--- src/inc/cful_pkg.sv ---
// shared constants, enumerations and carriers of the condition flag update logic
package cful_pkg;

	localparam int unsigned CFUL_ADDR_W = 4;
	localparam int unsigned CFUL_DATA_W = 8;
	localparam int unsigned CFUL_NFLAGS = 6;

	// register offsets
	localparam logic [3:0] CFUL_REG_FLAGS = 4'h0;
	localparam logic [3:0] CFUL_REG_STATUS = 4'h1;
	localparam int unsigned CFUL_STAT_WAIT_BIT = 0;

	// flag positions inside the condition_code_register
	localparam int unsigned CFUL_BIT_C = 0;
	localparam int unsigned CFUL_BIT_V = 1;
	localparam int unsigned CFUL_BIT_Z = 2;
	localparam int unsigned CFUL_BIT_N = 3;
	localparam int unsigned CFUL_BIT_I = 4;
	localparam int unsigned CFUL_BIT_H = 5;

	localparam logic [5:0] CFUL_FLAGS_RST = 6'h00;

	// overflow test patterns
	localparam logic [7:0] CFUL_V_RES_PAT = 8'h80;
	localparam logic [7:0] CFUL_V_OPD_PAT = 8'h80;
	localparam logic [7:0] CFUL_V_INC_PAT = 8'h7F;

	// decimal digit limits
	localparam logic [3:0] CFUL_BCD_NINE = 4'h9;
	localparam logic [3:0] CFUL_BCD_EIGHT = 4'h8;

	typedef enum logic [1:0] {CFUL_KEEP, CFUL_CLR, CFUL_SET, CFUL_TEST} cful_code_t;
	typedef enum logic [1:0] {CFUL_K_ALU, CFUL_K_RESTORE, CFUL_K_FROM_ACC, CFUL_K_WAIT} cful_kind_t;
	typedef enum logic [2:0] {CFUL_V_ARITH, CFUL_V_RES80, CFUL_V_OPD80, CFUL_V_OPD7F, CFUL_V_SHIFT,
		CFUL_V_IDX} cful_vsel_t;
	typedef enum logic [1:0] {CFUL_C_CARRY, CFUL_C_RES_ZERO, CFUL_C_DADJ} cful_csel_t;
	typedef enum logic {CFUL_NZ_BYTE, CFUL_NZ_WORD} cful_width_t;

	// one instruction's flag request, indexed by flag position
	typedef struct packed {
		logic valid;
		cful_kind_t kind;
		cful_code_t [5:0] code;
		cful_vsel_t vsel;
		cful_csel_t csel;
		cful_width_t width;
	} cful_op_t;

	// datapath values that feed the flag tests
	typedef struct packed {
		logic [15:0] res;
		logic [7:0] opd;
		logic [7:0] mem;
		logic c3;
		logic c7;
		logic v7;
		logic [7:0] acc_a;
		logic [7:0] stacked;
	} cful_alu_t;

endpackage

--- src/cful_flags.sv ---
// condition_code_register with its update, wait release and register port
`timescale 1ns/1ps
// What this block does
// RULE1: half-carry takes carry out of bit 3
// RULE2: carry takes carry out of bit 7
// RULE3: negative is sign bit, zero on zero byte
// RULE4: per-flag code: test, clear, set, keep
// RULE5: overflow set when result equals 80 hex
// RULE6: decimal adjust sets carry, never clears it
// RULE7: overflow set when operand was 80 hex
// RULE8: overflow set when operand was 7F hex
// RULE9: shift overflow is negative xor carry
// RULE10: index compare negative from high byte sign
// RULE11: index compare overflow from high byte subtract
// RULE12: word loads take negative from bit 15
// RULE13: return_from_interrupt reloads all flags from stack
// RULE14: interrupt sets mask; masked wait needs non-maskable
// RULE15: transfer from accumulator A loads all flags
// RULE16: flags H I N Z V C in bits 5..0
module cful_flags
	import cful_pkg::*;
(
	input wire logic clk_i, // core clock
	input wire logic rst_b_i, // synchronous reset, active low
	input wire cful_pkg::cful_op_t op_i, // instruction flag request
	input wire cful_pkg::cful_alu_t alu_i, // datapath values for the tests
	input wire logic irq_taken_i, // interrupt entry, one cycle
	input wire logic irq_req_i, // maskable interrupt pending
	input wire logic nmi_req_i, // non-maskable interrupt pending
	input wire logic [cful_pkg::CFUL_ADDR_W-1:0] addr_i, // register address
	input wire logic [cful_pkg::CFUL_DATA_W-1:0] wdata_i, // register write data
	input wire logic wr_i, // register write strobe
	input wire logic rd_i, // register read strobe
	output logic [cful_pkg::CFUL_DATA_W-1:0] rdata_o, // read data, cycle after strobe
	output logic [5:0] flags_o, // condition_code_register contents
	output logic waiting_o, // held in wait_for_interrupt
	output logic wake_o // one-cycle wait release
);
	import cful_pkg::*;

	logic [5:0] flags_q;
	logic [5:0] flags_d;
	logic [5:0] alu_d;
	logic [5:0] test;
	logic dadj_c;
	logic waiting_q;
	logic wake_q;
	logic wake_d;
	logic enter_wait;
	logic [7:0] rdata_q;
	logic [7:0] rdata_d;

	function automatic logic apply_code(input cful_code_t code, input logic cur, input logic tst);
		logic r;
		case (code)
			CFUL_KEEP: r = cur;
			CFUL_CLR: r = 1'b0;
			CFUL_SET: r = 1'b1;
			CFUL_TEST: r = tst;
			default: r = cur;
		endcase
		return r;
	endfunction

	// RULE6: decimal adjust carry
	cful_dadj u_dadj (
		.acc_i(alu_i.opd),
		.half_i(flags_q[CFUL_BIT_H]),
		.carry_i(flags_q[CFUL_BIT_C]),
		.carry_o(dadj_c)
	);

	cful_flag_eval u_eval (
		.op_i(op_i),
		.alu_i(alu_i),
		.flags_i(flags_q),
		.dadj_c_i(dadj_c),
		.test_o(test)
	);

	genvar g;
	generate
		for (g = 0; g < CFUL_NFLAGS; g++)
		begin : g_flag
			// RULE4: per-flag update code
			assign alu_d[g] = apply_code(op_i.code[g], flags_q[g], test[g]);
		end
	endgenerate

	// software write lowest, instruction next, interrupt mask set on top
	always_comb
	begin
		flags_d = flags_q;
		if (wr_i && (addr_i == CFUL_REG_FLAGS))
		begin
			flags_d = wdata_i[5:0];
		end
		if (op_i.valid)
		begin
			case (op_i.kind)
				CFUL_K_ALU: flags_d = alu_d;
				// RULE13: reload from stacked copy
				CFUL_K_RESTORE: flags_d = alu_i.stacked[5:0];
				// RULE15: copy accumulator A
				CFUL_K_FROM_ACC: flags_d = alu_i.acc_a[5:0];
				CFUL_K_WAIT: flags_d = flags_q;
				default: flags_d = flags_q;
			endcase
		end
		// RULE14: interrupt entry sets mask, wins over any clear
		if (irq_taken_i)
		begin
			flags_d[CFUL_BIT_I] = 1'b1;
		end
	end

	// RULE16: fixed bit layout
	always_ff @(posedge clk_i)
	begin
		if (!rst_b_i)
			flags_q <= CFUL_FLAGS_RST;
		else
			flags_q <= flags_d;
	end

	assign enter_wait = op_i.valid && (op_i.kind == CFUL_K_WAIT);
	// RULE14: masked wait only released by non-maskable
	assign wake_d = waiting_q && (nmi_req_i || (irq_req_i && !flags_q[CFUL_BIT_I]));

	// entering wins over a release in the same cycle
	always_ff @(posedge clk_i)
	begin
		if (!rst_b_i)
			waiting_q <= 1'b0;
		else if (enter_wait)
			waiting_q <= 1'b1;
		else if (wake_d)
			waiting_q <= 1'b0;
	end

	always_ff @(posedge clk_i)
	begin
		if (!rst_b_i)
			wake_q <= 1'b0;
		else
			wake_q <= wake_d && !enter_wait;
	end

	always_comb
	begin
		rdata_d = 8'h00;
		if (rd_i)
		begin
			case (addr_i)
				CFUL_REG_FLAGS: rdata_d = {2'b00, flags_q};
				CFUL_REG_STATUS: rdata_d[CFUL_STAT_WAIT_BIT] = waiting_q;
				default: rdata_d = 8'h00;
			endcase
		end
	end

	// read data live for one cycle per strobe cycle, zero otherwise
	always_ff @(posedge clk_i)
	begin
		if (!rst_b_i)
			rdata_q <= 8'h00;
		else
			rdata_q <= rdata_d;
	end

	assign rdata_o = rdata_q;
	assign flags_o = flags_q;
	assign waiting_o = waiting_q;
	assign wake_o = wake_q;

	logic alu_go;
	assign alu_go = op_i.valid && (op_i.kind == CFUL_K_ALU);
endmodule

--- src/cful_dadj.sv ---
// carry evaluation for the decimal adjust step
`timescale 1ns/1ps
module cful_dadj
	import cful_pkg::*;
(
	input wire logic [7:0] acc_i, // accumulator before adjust
	input wire logic half_i, // current half-carry flag
	input wire logic carry_i, // current carry flag
	output logic carry_o // carry after adjust
);
	logic [3:0] lo;
	logic [3:0] hi;

	assign lo = acc_i[3:0];
	assign hi = acc_i[7:4];

	// RULE6: upper digit carry, old carry kept
	// upper digit overflows when it is above nine or tips over from a low-digit fix
	assign carry_o = carry_i | (hi > CFUL_BCD_NINE) | ((hi > CFUL_BCD_EIGHT) & ((lo > CFUL_BCD_NINE) | half_i));
endmodule

--- src/cful_flag_eval.sv ---
// raw test values from the datapath for each flag except I, whose test value is its current state
`timescale 1ns/1ps
module cful_flag_eval
	import cful_pkg::*;
(
	input wire cful_op_t op_i, // flag request
	input wire cful_alu_t alu_i, // datapath values
	input wire logic [5:0] flags_i, // current flags
	input wire logic dadj_c_i, // decimal adjust carry
	output logic [5:0] test_o // test outcome per flag
);
	logic n_v;
	logic z_v;
	logic c_v;
	logic v_v;

	always_comb
	begin
		// RULE3 RULE10 RULE12: byte or word sign
		n_v = (op_i.width == CFUL_NZ_WORD) ? alu_i.res[15] : alu_i.res[7];
		z_v = (op_i.width == CFUL_NZ_WORD) ? (alu_i.res == 16'h0000) : (alu_i.res[7:0] == 8'h00);
		// RULE2: carry out of bit 7, or zero-result or decimal adjust carry as csel selects
		case (op_i.csel)
			CFUL_C_CARRY: c_v = alu_i.c7;
			CFUL_C_RES_ZERO: c_v = (alu_i.res[7:0] == 8'h00);
			CFUL_C_DADJ: c_v = dadj_c_i;
			default: c_v = alu_i.c7;
		endcase
		case (op_i.vsel)
			CFUL_V_ARITH: v_v = alu_i.v7;
			// RULE5: result pattern test
			CFUL_V_RES80: v_v = (alu_i.res[7:0] == CFUL_V_RES_PAT);
			// RULE7: operand pattern test
			CFUL_V_OPD80: v_v = (alu_i.opd == CFUL_V_OPD_PAT);
			// RULE8: increment pattern test
			CFUL_V_OPD7F: v_v = (alu_i.opd == CFUL_V_INC_PAT);
			// RULE9: post-shift values, not old flags
			CFUL_V_SHIFT: v_v = n_v ^ c_v;
			// RULE11: high-byte subtract, minuend in opd, subtrahend in mem
			CFUL_V_IDX: v_v = (alu_i.opd[7] & ~alu_i.mem[7] & ~alu_i.res[15]) |
				(~alu_i.opd[7] & alu_i.mem[7] & alu_i.res[15]);
			default: v_v = alu_i.v7;
		endcase
		test_o = flags_i;
		// RULE1: carry out of bit 3
		test_o[CFUL_BIT_H] = alu_i.c3;
		test_o[CFUL_BIT_N] = n_v;
		test_o[CFUL_BIT_Z] = z_v;
		test_o[CFUL_BIT_V] = v_v;
		test_o[CFUL_BIT_C] = c_v;
	end
endmodule

--- config.mk ---
export PLATFORM = sky130hd
export DESIGN_NAME = cful_flags
export DESIGN_NICKNAME = d
export VERILOG_FILES = /design/src/inc/cful_pkg.sv /design/src/cful_flags.sv /design/src/cful_dadj.sv /design/src/cful_flag_eval.sv
export SDC_FILE = /design/constraint.sdc
export NUM_CORES = 1
export LEC_CHECK = 0
export BUFFER_PORTS_ARGS = -buffer_cell sky130_fd_sc_hd__buf_2
export CAP_MARGIN = 20
export CORE_AREA = 2 2 71 59
export CTS_BUF_LIST = sky130_fd_sc_hd__clkbuf_2 sky130_fd_sc_hd__clkbuf_4 sky130_fd_sc_hd__clkbuf_8
export DETAILED_ROUTE_END_ITERATION = 12
export DIE_AREA = 0 0 73 61
export GPL_TIMING_DRIVEN = 0
export PLACE_DENSITY = 0.77
export SYNTH_ARGS = -nofsm -noshare
export SYNTH_HDL_FRONTEND = slang
export SYNTH_HIERARCHICAL = 1
export SYNTH_SLANG_ARGS = --single-unit
--- constraint.sdc ---
create_clock -name clk_i -period 2.4 [get_ports clk_i]
set_input_delay 0.36 -clock clk_i [delete_from_list [all_inputs] [get_ports clk_i]]
set_output_delay 0.36 -clock clk_i [all_outputs]
set_load 0.005 [all_outputs]
==> results.txt <==
Outcome: finished, final reports clean
Top post-synthesis cells by area: dfxtp_1 (21%), o32ai_2 (6.2%), ha_1 (5.7%)
Initial antenna violation count: 0
Max_cap viols: 0
Total I/O pin count: 107
Sink Count: 14
Hpwl dp: 3185 um
Hold Fails Final Rpt: 0
Required @ worst endpoint: 2.52 ns
Cells after DPL: 295
R2R depth: 11
TritonCTS clock tree: done
First-pass GRT wire length: 6120 um
PwrDens: 358.5 nW/um2
Share of layout cells above drive strength 1: 52.16%
Diode count: 0
CTS Hold Bufs: 0
Fin crit period: 2.334 ns
Worst hold path type: input pin to register
Num rows: 20
Gr busiest metal: met2
Total power: 0.0006953 W
Max-slew violations: 0
RSZ-0062 raised after global routing: true
DRC Markers: 0
CP startpoint kind: register
Input/output buffers: 89
Vias per cell: 5.194
Max Clock Freq: 0.4284 GHz
Final worst-path cycle share: 97.25%
Largest family of logic cells by synthesized area: simple AND/OR/NAND/NOR gates
Die Wd: 73 um
Post-synth top flop: dfxtp_1
Vias: 1553
Area of the mapped netlist: 1309 um2
Post-Synth Simple-Gate Area: 32.89%
Fraction of synthesized area in multiplexers: 1.625%
Critical path arrival: 2.46 ns
Setup crit end kind: register
Post-Synthesis Cells: 161
Clock Pin Slew Worst Setup and Hold Paths: 0.06 ns
Wirelength per Cell: 12.69 um
Layout area overhead: 48.18%
CP Cell Sequence: nor4_4, a211oi_2, a21o_1, a31oi_2, or3_4, a2111oi_2, o32a_2, buf_6, nand2b_4, a311oi_4, o32ai_2
Max Root-Sink Buffers: 2
Routability Congestion: 0.8157
Complex-gate fraction of the synthesized area: 27.92%
Async SR Flop Fraction: 0%
Core ar.: 3729 um2
Commonest non-fill, non-tap cells in the layout: buf_2 (90), nor2_1 (19), nand2_1 (16)
Max Clock Skew: 0.002100 ns
Finished Layout Cells: 299
Layout net count: 354
Initial Utilization: 35.10%
Largest net degree at the start of global routing: 11
P_leak: 0.9015 nW
Die ar.: 4453 um2
Most common cell after layout, fill and taps aside: buf_2
CTS root buffer: clkbuf_8
Slowest CP cell: dfxtp_4
Grt ovf: 0
Antenna-violating nets left: 0
DR iter-0 viols: 60
Worst Max-Slew Pin Slew: 0.5210 ns
EDFF count, synth: 0
First drt pass iteration count: 4
Final wirelength: 3795 um
Top-area cell type share of the netlist area: 21.41%
Yosys top cell by area: dfxtp_1
Syn. warnings: 6
Syn avg cell area: 8.129 um2
Hold path depth: 2
Flop2flop setup slack: 0.07 ns
Post-synthesis register bit count: 14
Post-synthesis sequential area ratio: 21.41%
CP max stage delay: 0.36 ns
Number of buffers created by CTS: 3
Final setup vio count: 0
Crit Path Category: register to register
Met2 Resource Use GR: 28.31%
Max-Slew Margin vs Limit: 65.03%
Met1 Use GR: 24.70%
Worst VDD drop: 0.0001475 V
Synth Area in Adders: 5.736%
Util after Layout: 52.01%
Grt met3 use: 3.156%
Xor/xnor share of the synthesized area: 0%
Clock latency on the worst-skew pair: 0.24 ns
Crit-path max FO: 4
H-Tree Depth: 1
Number of global-route vias before repair: 1404
GRT Total Usage: 17.71%
Yosys cell types: 45
DIE HEIGHT: 61 um
==> path summary, 6_finish.rpt <==
path	start	to
min reg2reg	waiting_o	wake_o
max reg2reg	flags_o[0]	flags_o[1]
max	flags_o[0]	flags_o[1]
min	addr_i[0]	rdata_o[4]
==> cells by family (layout without fill, tap and decap cells) <==
| kind of cell | Yosys count | count (layout) |
|---|---|---|
| AO/OA/AOI/OAI | 40 | 40 |
| flip-flops | 14 | 14 |
| buffers and inverters | 21 | 114 |
| AND/OR/NAND/NOR | 77 | 77 |
| adder cells (fa/ha/maj) | 6 | 6 |
| multiplexers | 2 | 2 |
| other | 1 | 2 |
==> cell usage after synthesis (3+ instances only) <==
cell,n
a21oi_1,4
a22oi_1,5
a311oi_1,5
and2_1,4
buf_4,8
buf_6,3
dfxtp_1,14
ha_1,6
inv_1,8
nand2_1,16
nand2b_1,4
nand3_1,3
nor2_1,19
nor3_1,5
nor3b_1,6
nor4_1,5
o21ai_0,3
o22ai_2,5
o32ai_2,5
or2b_2,3
==> power breakdown <==
part	switching, W	internal (W)	total, W
clock network	0.0000776	0.000111	0.000188
logic	0.000121	0.000134	0.000256
registers	0.00000930	0.000242	0.000251
total	0.000208	0.000487	0.000695
==> routing by layer <==
| layer | vias up | wire, um |
|---|---|---|
| li1 | 780 | - |
| met1 | 698 | 1727 |
| met2 | 70 | 1737 |
| met3 | 5 | 288 |
| met4 | 0 | 42 |
| met5 | - | 0 |
==> through the flow <==
| step | worst slack [ns] | hold WS, ns | setup TNS [ns] | instance area [um2] |
|---|---|---|---|---|
| 4_1_cts | 0.02216 | 0.3374 | 0 | 1892 |
| 3_3_place_gp | -0.3298 | 0.4716 | -0.3298 | 1819 |
| 2_1_floorplan | 0.005185 | 0.4368 | 0 | 1319 |
| 6_report | 0.06592 | 0.3401 | 0 | 1939 |
| 3_5_place_dp | -0.3335 | 0.4690 | -0.3335 | 1819 |
| 5_1_grt | -0.01077 | 0.3516 | -0.01077 | 1939 |
==> worst max-delay path: cells and delay by family, from the launching register on <==
kind                   cells  cell delay (ns)
AO/OA/AOI/OAI              7             1.24
buffers and inverters      1             0.11
flip-flops                 1             0.36
AND/OR/NAND/NOR            3             0.50
==> sequential cells by signal, indices dropped and copies added (netlist names) <==
signal and cells:
rdata_o 6, flags_o 6, wake_o 1, waiting_o 1
==> final cells by class <==
class / instances / area (um2)
fill: 354 / 1789
clock buffer: 3 / 41.29
multi-input combinational: 127 / 968.4
timing repair buffer: 90 / 452.9
sequential: 14 / 285.3
inverter: 9 / 33.78
tap: 44 / 55.05
buffer: 12 / 102.6
==> timing repair <==
item | in CTS | in global routing
setup endpoints to repair | 1 | 1
setup buffers | 1 | 0
pin swaps | 7 | 2
resized for setup | 8 | 7
endpoints found under the hold margin | 0 | 0
(Power assumes the default switching activity.)
